--- src/coproc_port_pkg.sv ---
package coproc_port_pkg;

	// Depth of the input synchroniser chain.
	localparam int SYNC_STAGES = 2;

	// Width of a condition code field.
	localparam int COND_WIDTH = 2;

	// Width of the branch condition mask: one bit per condition code value.
	localparam int MASK_WIDTH = 4;

	// Buffer selector encoding for the launch strobes.
	localparam logic BUF_SEL_ONE = 1'h0;
	localparam logic BUF_SEL_TWO = 1'h1;

	// Reset values of the registered outputs.
	localparam logic STROBE_RESET = 1'h0;
	localparam logic ACK_RESET = 1'h0;
	localparam logic FLAG_RESET = 1'h0;

	// Idle levels the synchronisers hold under reset.
	localparam logic VALID_IDLE = 1'h1;
	localparam logic REQ_IDLE = 1'h0;
	localparam logic PRESENT_N_IDLE = 1'h1;
	localparam logic PARITY_IDLE = 1'h0;

	// Bit positions inside the synchronised input bundle.
	localparam int POS_CCOND = 0;
	localparam int POS_CVALID = 2;
	localparam int POS_COP_EXCEPTION_REQ = 3;
	localparam int POS_CSTALL = 4;
	localparam int POS_CPRES = 5;
	localparam int POS_FCOND = 6;
	localparam int POS_FVALID = 8;
	localparam int POS_FLOAT_EXCEPTION_REQ = 9;
	localparam int POS_FSTALL = 10;
	localparam int POS_FPRES = 11;
	localparam int POS_FPAR = 12;
	localparam int BUNDLE_WIDTH = 13;

	// Class of the instruction standing in the decode stage.
	typedef enum logic [2:0] {
		CLASS_OTHER,
		CLASS_FLOAT_OP,
		CLASS_FLOAT_BRANCH,
		CLASS_FLOAT_LDST,
		CLASS_COP_OP,
		CLASS_COP_BRANCH,
		CLASS_COP_LDST
	} instr_class_type;

	// Cause reported with a trap.
	typedef enum logic [2:0] {
		CAUSE_NONE,
		CAUSE_FLOAT_DISABLED,
		CAUSE_COP_DISABLED,
		CAUSE_FLOAT_EXC,
		CAUSE_COP_EXC,
		CAUSE_PARITY,
		CAUSE_EXTERNAL
	} trap_cause_type;

	// Acknowledge handshake state for one attached unit.
	typedef enum logic {
		ACK_IDLE,
		ACK_RAISED
	} ack_state_type;

endpackage : coproc_port_pkg

--- src/coproc_port.sv ---
`timescale 1ns/1ns
// Overview of operation
// - Low coprocessor valid freezes the core pipeline.
// - Coprocessor exception taken only at coprocessor instructions.
// - Any hold request freezes pipeline two cycles later, after the synchroniser.
// - One coprocessor launch strobe per decode, never both.
// - One float launch strobe per decode, never both.
// - Absent unit traps on its instructions.
// - Registered coprocessor acknowledge raised on trap taken.
// - Request drops on acknowledge, then acknowledge drops.
// - Low float valid freezes pipeline until raised.
// - Float exception taken only at float instructions.
// - Odd parity over float control return, checked.
// - Flush asserted on every trap; buffers discarded.
// - Fetch strobe pulses on each new fetch made while the pipeline is not frozen.
// - Registered float acknowledge raised on trap taken.
// - Coprocessor codes used only while valid, resolve branches.
module coproc_port (
	input wire logic mclk_i,
	input wire logic rst_i,
	input wire logic [1:0] cop_cond_bits_i,
	input wire logic cop_cond_valid_i,
	input wire logic cop_exception_req_i,
	input wire logic cop_stall_req_i,
	input wire logic cop_unit_present_n_i,
	input wire logic [1:0] float_cond_bits_i,
	input wire logic float_cond_valid_i,
	input wire logic float_exception_req_i,
	input wire logic float_stall_req_i,
	input wire logic float_unit_present_n_i,
	input wire logic float_ctrl_parity_i,
	input wire logic fetch_req_i,
	input wire logic decode_valid_i,
	input wire coproc_port_pkg::instr_class_type decode_class_i,
	input wire logic decode_buf_sel_i,
	input wire logic [3:0] branch_mask_i,
	input wire logic ext_trap_i,
	output logic pipe_freeze_o,
	output logic decode_accept_o,
	output logic fetch_strobe_o,
	output logic cop_launch_buf_one_o,
	output logic cop_launch_buf_two_o,
	output logic float_launch_buf_one_o,
	output logic float_launch_buf_two_o,
	output logic cop_exception_ack_o,
	output logic float_exception_ack_o,
	output logic flush_o,
	output logic trap_o,
	output coproc_port_pkg::trap_cause_type trap_cause_o,
	output logic branch_done_o,
	output logic branch_taken_o,
	output logic parity_error_o
);

	////////////////////////////////////////////////////////////////////////////////////
	// Helper functions.

	// Odd parity check: true when the ones count of the word plus its bit is odd.
	function automatic logic parity_ok(input logic [4:0] word, input logic par);
		parity_ok = ^{word, par};
	endfunction : parity_ok

	// Class belongs to the floating-point group.
	function automatic logic is_float(input coproc_port_pkg::instr_class_type cls);
		is_float = (cls == coproc_port_pkg::CLASS_FLOAT_OP) ||
			(cls == coproc_port_pkg::CLASS_FLOAT_BRANCH) ||
			(cls == coproc_port_pkg::CLASS_FLOAT_LDST);
	endfunction : is_float

	// Class belongs to the coprocessor group.
	function automatic logic is_cop(input coproc_port_pkg::instr_class_type cls);
		is_cop = (cls == coproc_port_pkg::CLASS_COP_OP) ||
			(cls == coproc_port_pkg::CLASS_COP_BRANCH) ||
			(cls == coproc_port_pkg::CLASS_COP_LDST);
	endfunction : is_cop

	// Branch outcome from the mask and the condition code value.
	function automatic logic cond_hit(input logic [3:0] mask, input logic [1:0] code);
		cond_hit = mask[code];
	endfunction : cond_hit

	////////////////////////////////////////////////////////////////////////////////////
	// Input synchronisers for all pins from the attached units.

	logic [coproc_port_pkg::BUNDLE_WIDTH-1:0] pins_raw;
	logic [coproc_port_pkg::BUNDLE_WIDTH-1:0] pins_sync;

	assign pins_raw = {
		float_ctrl_parity_i,
		float_unit_present_n_i,
		float_stall_req_i,
		float_exception_req_i,
		float_cond_valid_i,
		float_cond_bits_i,
		cop_unit_present_n_i,
		cop_stall_req_i,
		cop_exception_req_i,
		cop_cond_valid_i,
		cop_cond_bits_i
	};

	pin_sync #(
		.WIDTH(coproc_port_pkg::BUNDLE_WIDTH),
		.STAGES(coproc_port_pkg::SYNC_STAGES),
		.IDLE({
			coproc_port_pkg::PARITY_IDLE,
			coproc_port_pkg::PRESENT_N_IDLE,
			coproc_port_pkg::REQ_IDLE,
			coproc_port_pkg::REQ_IDLE,
			coproc_port_pkg::VALID_IDLE,
			2'h0,
			coproc_port_pkg::PRESENT_N_IDLE,
			coproc_port_pkg::REQ_IDLE,
			coproc_port_pkg::REQ_IDLE,
			coproc_port_pkg::VALID_IDLE,
			2'h0
		})
	) u_pin_sync (
		.mclk_i(mclk_i),
		.rst_i(rst_i),
		.async_i(pins_raw),
		.sync_o(pins_sync)
	);

	logic [1:0] ccond;
	logic cvalid;
	logic cop_exception_req;
	logic cstall;
	logic cpres_n;
	logic [1:0] fcond;
	logic fvalid;
	logic float_exception_req;
	logic fstall;
	logic fpres_n;
	logic fpar;

	assign ccond = pins_sync[coproc_port_pkg::POS_CCOND +: coproc_port_pkg::COND_WIDTH];
	assign cvalid = pins_sync[coproc_port_pkg::POS_CVALID];
	assign cop_exception_req = pins_sync[coproc_port_pkg::POS_COP_EXCEPTION_REQ];
	assign cstall = pins_sync[coproc_port_pkg::POS_CSTALL];
	assign cpres_n = pins_sync[coproc_port_pkg::POS_CPRES];
	assign fcond = pins_sync[coproc_port_pkg::POS_FCOND +: coproc_port_pkg::COND_WIDTH];
	assign fvalid = pins_sync[coproc_port_pkg::POS_FVALID];
	assign float_exception_req = pins_sync[coproc_port_pkg::POS_FLOAT_EXCEPTION_REQ];
	assign fstall = pins_sync[coproc_port_pkg::POS_FSTALL];
	assign fpres_n = pins_sync[coproc_port_pkg::POS_FPRES];
	assign fpar = pins_sync[coproc_port_pkg::POS_FPAR];

	////////////////////////////////////////////////////////////////////////////////////
	// Pipeline freeze and decode acceptance.

	logic freeze;
	logic accept;

	// Either hold or either invalid condition code freezes decode at once.
	assign freeze = cstall | fstall | ~cvalid | ~fvalid;
	assign accept = decode_valid_i & ~freeze;
	assign pipe_freeze_o = freeze;
	assign decode_accept_o = accept;

	////////////////////////////////////////////////////////////////////////////////////
	// Trap decision for the accepted decode.

	logic par_good;
	logic [4:0] par_word;
	logic float_cls;
	logic cop_cls;
	coproc_port_pkg::trap_cause_type nxt_cause;

	assign par_word = {fcond, fvalid, float_exception_req, fstall};
	assign par_good = parity_ok(par_word, fpar);
	assign float_cls = is_float(decode_class_i);
	assign cop_cls = is_cop(decode_class_i);

	always_comb begin
		nxt_cause = coproc_port_pkg::CAUSE_NONE;
		if (ext_trap_i) begin
			nxt_cause = coproc_port_pkg::CAUSE_EXTERNAL;
		end else if (accept && !par_good) begin
			nxt_cause = coproc_port_pkg::CAUSE_PARITY;
		end else if (accept && float_cls && fpres_n) begin
			nxt_cause = coproc_port_pkg::CAUSE_FLOAT_DISABLED;
		end else if (accept && cop_cls && cpres_n) begin
			nxt_cause = coproc_port_pkg::CAUSE_COP_DISABLED;
		end else if (accept && float_cls && float_exception_req && !float_exception_ack_o) begin
			nxt_cause = coproc_port_pkg::CAUSE_FLOAT_EXC;
		end else if (accept && cop_cls && cop_exception_req && !cop_exception_ack_o) begin
			nxt_cause = coproc_port_pkg::CAUSE_COP_EXC;
		end
	end

	logic take_trap;

	assign take_trap = (nxt_cause != coproc_port_pkg::CAUSE_NONE);

	always_ff @(posedge mclk_i or posedge rst_i) begin
		if (rst_i) begin
			trap_o <= coproc_port_pkg::FLAG_RESET;
			flush_o <= coproc_port_pkg::FLAG_RESET;
			trap_cause_o <= coproc_port_pkg::CAUSE_NONE;
			parity_error_o <= coproc_port_pkg::FLAG_RESET;
		end else begin
			trap_o <= take_trap;
			flush_o <= take_trap;
			trap_cause_o <= nxt_cause;
			parity_error_o <= ~par_good;
		end
	end

	////////////////////////////////////////////////////////////////////////////////////
	// Launch strobes and fetch strobe.

	logic launch;

	// No launch strobe goes out with a trap, so the unit never sees one beside flush.
	assign launch = accept & ~take_trap;

	always_ff @(posedge mclk_i or posedge rst_i) begin
		if (rst_i) begin
			cop_launch_buf_one_o <= coproc_port_pkg::STROBE_RESET;
			cop_launch_buf_two_o <= coproc_port_pkg::STROBE_RESET;
		end else begin
			// A single selector bit means buffer one and two never pulse together.
			cop_launch_buf_one_o <= launch & cop_cls &
				(decode_buf_sel_i == coproc_port_pkg::BUF_SEL_ONE);
			cop_launch_buf_two_o <= launch & cop_cls &
				(decode_buf_sel_i == coproc_port_pkg::BUF_SEL_TWO);
		end
	end

	always_ff @(posedge mclk_i or posedge rst_i) begin
		if (rst_i) begin
			float_launch_buf_one_o <= coproc_port_pkg::STROBE_RESET;
			float_launch_buf_two_o <= coproc_port_pkg::STROBE_RESET;
		end else begin
			float_launch_buf_one_o <= launch & float_cls &
				(decode_buf_sel_i == coproc_port_pkg::BUF_SEL_ONE);
			float_launch_buf_two_o <= launch & float_cls &
				(decode_buf_sel_i == coproc_port_pkg::BUF_SEL_TWO);
		end
	end

	always_ff @(posedge mclk_i or posedge rst_i) begin
		if (rst_i) begin
			fetch_strobe_o <= coproc_port_pkg::STROBE_RESET;
		end else begin
			fetch_strobe_o <= fetch_req_i & ~freeze;
		end
	end

	////////////////////////////////////////////////////////////////////////////////////
	// Exception acknowledge handshakes.

	coproc_port_pkg::ack_state_type float_ack_ff;
	coproc_port_pkg::ack_state_type cop_ack_ff;

	// Acknowledge stays up until the synchronised request is gone, so it is never taken twice.
	always_ff @(posedge mclk_i or posedge rst_i) begin
		if (rst_i) begin
			float_ack_ff <= coproc_port_pkg::ACK_IDLE;
		end else begin
			case (float_ack_ff)
				coproc_port_pkg::ACK_IDLE: begin
					if (nxt_cause == coproc_port_pkg::CAUSE_FLOAT_EXC) begin
						float_ack_ff <= coproc_port_pkg::ACK_RAISED;
					end
				end
				coproc_port_pkg::ACK_RAISED: begin
					if (!float_exception_req) begin
						float_ack_ff <= coproc_port_pkg::ACK_IDLE;
					end
				end
				default: begin
					float_ack_ff <= coproc_port_pkg::ACK_IDLE;
				end
			endcase
		end
	end

	always_ff @(posedge mclk_i or posedge rst_i) begin
		if (rst_i) begin
			cop_ack_ff <= coproc_port_pkg::ACK_IDLE;
		end else begin
			case (cop_ack_ff)
				coproc_port_pkg::ACK_IDLE: begin
					if (nxt_cause == coproc_port_pkg::CAUSE_COP_EXC) begin
						cop_ack_ff <= coproc_port_pkg::ACK_RAISED;
					end
				end
				coproc_port_pkg::ACK_RAISED: begin
					if (!cop_exception_req) begin
						cop_ack_ff <= coproc_port_pkg::ACK_IDLE;
					end
				end
				default: begin
					cop_ack_ff <= coproc_port_pkg::ACK_IDLE;
				end
			endcase
		end
	end

	assign float_exception_ack_o = (float_ack_ff == coproc_port_pkg::ACK_RAISED);
	assign cop_exception_ack_o = (cop_ack_ff == coproc_port_pkg::ACK_RAISED);

	////////////////////////////////////////////////////////////////////////////////////
	// Branch resolution.

	logic float_br;
	logic cop_br;

	assign float_br = (decode_class_i == coproc_port_pkg::CLASS_FLOAT_BRANCH);
	assign cop_br = (decode_class_i == coproc_port_pkg::CLASS_COP_BRANCH);

	// Accept waits for both valid inputs, so the codes belong to the last compare.
	always_ff @(posedge mclk_i or posedge rst_i) begin
		if (rst_i) begin
			branch_done_o <= coproc_port_pkg::FLAG_RESET;
			branch_taken_o <= coproc_port_pkg::FLAG_RESET;
		end else begin
			branch_done_o <= launch & (float_br | cop_br);
			branch_taken_o <= launch & ((float_br & cond_hit(branch_mask_i, fcond)) |
				(cop_br & cond_hit(branch_mask_i, ccond)));
		end
	end

endmodule : coproc_port

--- src/pin_sync.sv ---
`timescale 1ns/1ns
module pin_sync #(
	parameter int WIDTH = 1,
	parameter int STAGES = coproc_port_pkg::SYNC_STAGES,
	parameter logic [WIDTH-1:0] IDLE = '0
) (
	input wire logic mclk_i,
	input wire logic rst_i,
	input wire logic [WIDTH-1:0] async_i,
	output logic [WIDTH-1:0] sync_o
);

	// Chain of flip-flops; only the last stage is read outside.
	logic [WIDTH-1:0] chain_ff [STAGES];

	always_ff @(posedge mclk_i or posedge rst_i) begin
		if (rst_i) begin
			for (int i = 0; i < STAGES; i++) begin
				chain_ff[i] <= IDLE;
			end
		end else begin
			chain_ff[0] <= async_i;
			for (int i = 1; i < STAGES; i++) begin
				chain_ff[i] <= chain_ff[i-1];
			end
		end
	end

	assign sync_o = chain_ff[STAGES-1];

endmodule : pin_sync

--- config.mk ---
export PLATFORM = sky130hd
export DESIGN_NAME = coproc_port
export DESIGN_NICKNAME = d
export VERILOG_FILES = /design/src/coproc_port_pkg.sv /design/src/coproc_port.sv /design/src/pin_sync.sv
export SDC_FILE = /design/constraint.sdc
export NUM_CORES = 1
export LEC_CHECK = 0
export ABC_AREA = 1
export BUFFER_PORTS_ARGS = -buffer_cell sky130_fd_sc_hd__buf_2
export CAP_MARGIN = 20
export CORE_MARGIN = 2
export CORE_UTILIZATION = 25
export CTS_BUF_LIST = sky130_fd_sc_hd__clkbuf_4 sky130_fd_sc_hd__clkbuf_8
export DETAILED_ROUTE_END_ITERATION = 8
export GPL_ROUTABILITY_DRIVEN = 0
export GPL_TIMING_DRIVEN = 0
export SLEW_MARGIN = 25
export SYNTH_ARGS = -nofsm -noshare
export SYNTH_HDL_FRONTEND = slang
export SYNTH_SLANG_ARGS = --single-unit
--- constraint.sdc ---
create_clock -name mclk_i -period 3.9 [get_ports mclk_i]
set_input_delay 0.78 -clock mclk_i [delete_from_list [all_inputs] [get_ports mclk_i]]
set_output_delay 0.78 -clock mclk_i [all_outputs]
set_load 0.005 [all_outputs]
==> results.ini <==
[clock_tree]
cts_tree = yes
numCtsBuffers = 5
cts.clk_slew.worst_paths_ns = 0.07
cts_root_buf = clkbuf_8
ctsHoldBuffers = 0
numClockSinks = 40
cts_buffer_depth = 2
post_cts_buffers = 0
clk_latency_ns = 0.29
post_cts_resized = 0
htreeDepth = 2

[sta]
finalSetupViolCount = 0
worst_pin_slew_ns = 0.266
period_minus_slack_ns = 2.16
finalCritPeriodShare = 0.554
relSlewSlack = 0.820
finalSetupTns_ns = 0
hold_violations = 0
slew_viol_final = 0
fmax_mhz = 463
skew_ns = 0.00463
grt_setup_unrepaired = false

[floorplan]
die_x_um = 80.5
core_area_sq_um = 5570
start_util = 0.263
io_pins = 43
die-area_sq_um = 6480
die_y_um = 80.5
rows = 27

[route]
drt-wirelength-per-cell_um = 9.21
num_vias = 988
firstDrtPassIters = 3
ant_nets = 0
route.detailed.drc = 0
finalWirelength_mm = 2.37
viasPerCell = 3.84
drtIter0Drc = 32

[global_routing]
grt_max_degree = 34
grt_pass1_wl_mm = 3.91
grt_pass1_vias = 939
antenna_found_initial = 0
grt_use_total = 0.0822
grt_remaining_overflow = 0

[synthesis]
synth_largest_area_cell = dfrtp_1
syn_inst = 134
synth_commonest_cells = dfrtp_1, nand2_1, inv_1, nor2_1, dfstp_2
yosysTopAreaCellShare = 0.547
ys_top_cells_by_area = dfrtp_1, dfstp_2, nand2_1
ys_seq_elements = 40
seq_area_frac_synth = 0.691
synth_edf_count = 0
synthDistinctLibCells = 22
yosys_most_used_dff = dfrtp_1
syn_area_per_cell_sq_um = 10.9
post-synth-top-count-cell = dfrtp_1
synth_area_sq_um = 1460
ys_async_sr_fraction = 1.00
syn-num-nets = 160
yosys_warnings = 0

[worst_setup_path]
cp-end-kind = primary output
start_kind = flop
crit_required_ns = 3.12
path_cells = nand2_1 -> nor2_4 -> nand2_2 -> inv_1 -> buf_2
cp_slowest_cell = dfstp_2
path_max_fanout = 5
path_class = flop to primary output
max_stage_delay_ns = 0.54
critPathArrivalTime_ns = 1.38

[layout]
syn2layout_area_growth_pct = 29.5
diodes = 0
drive_gt1_frac = 0.384
fillCellCount = 581
nNetsFinal = 210
fin_area_sq_um = 1900

[pwr]
ir_drop_mv = 0.246
p_per_area_nw_per_um2 = 439
p_leak_nw = 0.993

[min_path]
hp-class = flop to flop

[run]
drv_cap = 0

[placement]
placed_cell_area_sq_um = 1780
io_buffers = 42
hpwl_mm = 1.93

[run_status]
outcome = completed

-- registers in the layout, summed over array words and instances (netlist names) --
signal and flops:
cop_exception_ack_o 1, cop_launch_buf_two_o 1, parity_error_o 1, u_pin_sync.sync_o 13
u_pin_sync.chain_ff 13, cop_launch_buf_one_o 1, branch_done_o 1, fetch_strobe_o 1
float_launch_buf_one_o 1, float_launch_buf_two_o 1, trap_cause_o 3, float_exception_ack_o 1
trap_o 1, branch_taken_o 1
-- stage by stage --
step / util / std cells / worst slack (ns) / hold slack [ns] / total power, W
3_5_place_dp: 0.320 / 249 / 1.84 / 0.335 / 0.000519
3_3_place_gp: 0.316 / 248 / 1.76 / 0.334 / 0.000515
2_1_floorplan: - / 134 / 2.20 / 0.331 / 0.000487
5_1_grt: 0.340 / 257 / 1.62 / 0.358 / 0.000875
6_report: 0.340 / 257 / 1.74 / 0.349 / 0.000831
4_1_cts: 0.340 / 257 / 1.71 / 0.351 / 0.000845
-- area by class of cell --
type / count / area [sq um] / area share
well taps: 72 / 90.1 / 0.0475
repair buffers: 43 / 230 / 0.121
flip-flops and latches: 40 / 1010 / 0.533
clock buffers: 5 / 68.8 / 0.0363
inverters: 22 / 82.6 / 0.0436
plain buffers: 1 / 7.51 / 0.00396
clock inverters: 3 / 42.5 / 0.0224
multi-input cells: 71 / 363 / 0.191
-- path summary, 6_finish.rpt --
| check | from | to | slack [ns] | depth (start not counted) |
|---|---|---|---|---|
| worst max-delay path | u_pin_sync.sync_o[8] | decode_accept_o | 1.74 | 5 |
| worst min-delay path | u_pin_sync.chain_ff[16] | u_pin_sync.sync_o[3] | 0.35 | 0 |
| worst max register to register | u_pin_sync.sync_o[8] | float_launch_buf_one_o | 2.24 | 10 |
| worst min register to register | u_pin_sync.chain_ff[16] | u_pin_sync.sync_o[3] | 0.35 | 0 |
| max in group asynchronous | rst_i | u_pin_sync.sync_o[11] | 3.05 | 3 |
| min in group asynchronous | rst_i | u_pin_sync.chain_ff[25] | 0.38 | 2 |
-- logic make-up (layout without fill, tap and decap cells) --
kind of cell | Yosys count | count (layout) | share of synthesized area
AND/OR/NAND/NOR | 58 | 58 | 0.196
AO/OA/AOI/OAI | 12 | 12 | 0.0462
XOR/XNOR | 1 | 1 | 0.00598
flip-flops | 40 | 40 | 0.691
buffers and inverters | 23 | 74 | 0.0615
-- layout by cell type, fill, tap and decap left out, types with 2 or more instances in the layout --
master / netlist / final
nand2_1: 30 / 30
clkbuf_8: 0 / 5
nand3_1: 3 / 3
o21ai_0: 4 / 4
a21oi_1: 5 / 5
o211ai_1: 2 / 2
nor2_1: 11 / 11
nor2_4: 2 / 2
nand2_2: 3 / 3
dfrtp_1: 32 / 32
inv_2: 1 / 2
dfstp_2: 8 / 8
inv_1: 21 / 20
nand4_1: 3 / 3
buf_2: 0 / 42
-- metal layers --
metal | part of all wire | track usage
met1 | 0.42 | 0.0924
met3 | 0.097 | 0.0382
met5 | 0 | 0
met2 | 0.46 | 0.131
met4 | 0.021 | 0.0407
-- where the power goes --
group / leakage, nW / switching, W / internal (W)
Sequential: 0.477 / 0.00000813 / 0.000437
Clock: 0.0541 / 0.000133 / 0.000189
Combinational: 0.462 / 0.0000363 / 0.0000279
Total: 0.993 / 0.000177 / 0.000654
-- worst max-delay path: cells and delay by family (launching register included) --
kind / cells / cell delay (ns)
DFF: 1 / 0.54
and+or+nand+nor: 3 / 0.32
buffers and inverters: 2 / 0.24
Note: power is estimated with default switching activity, not from simulation.
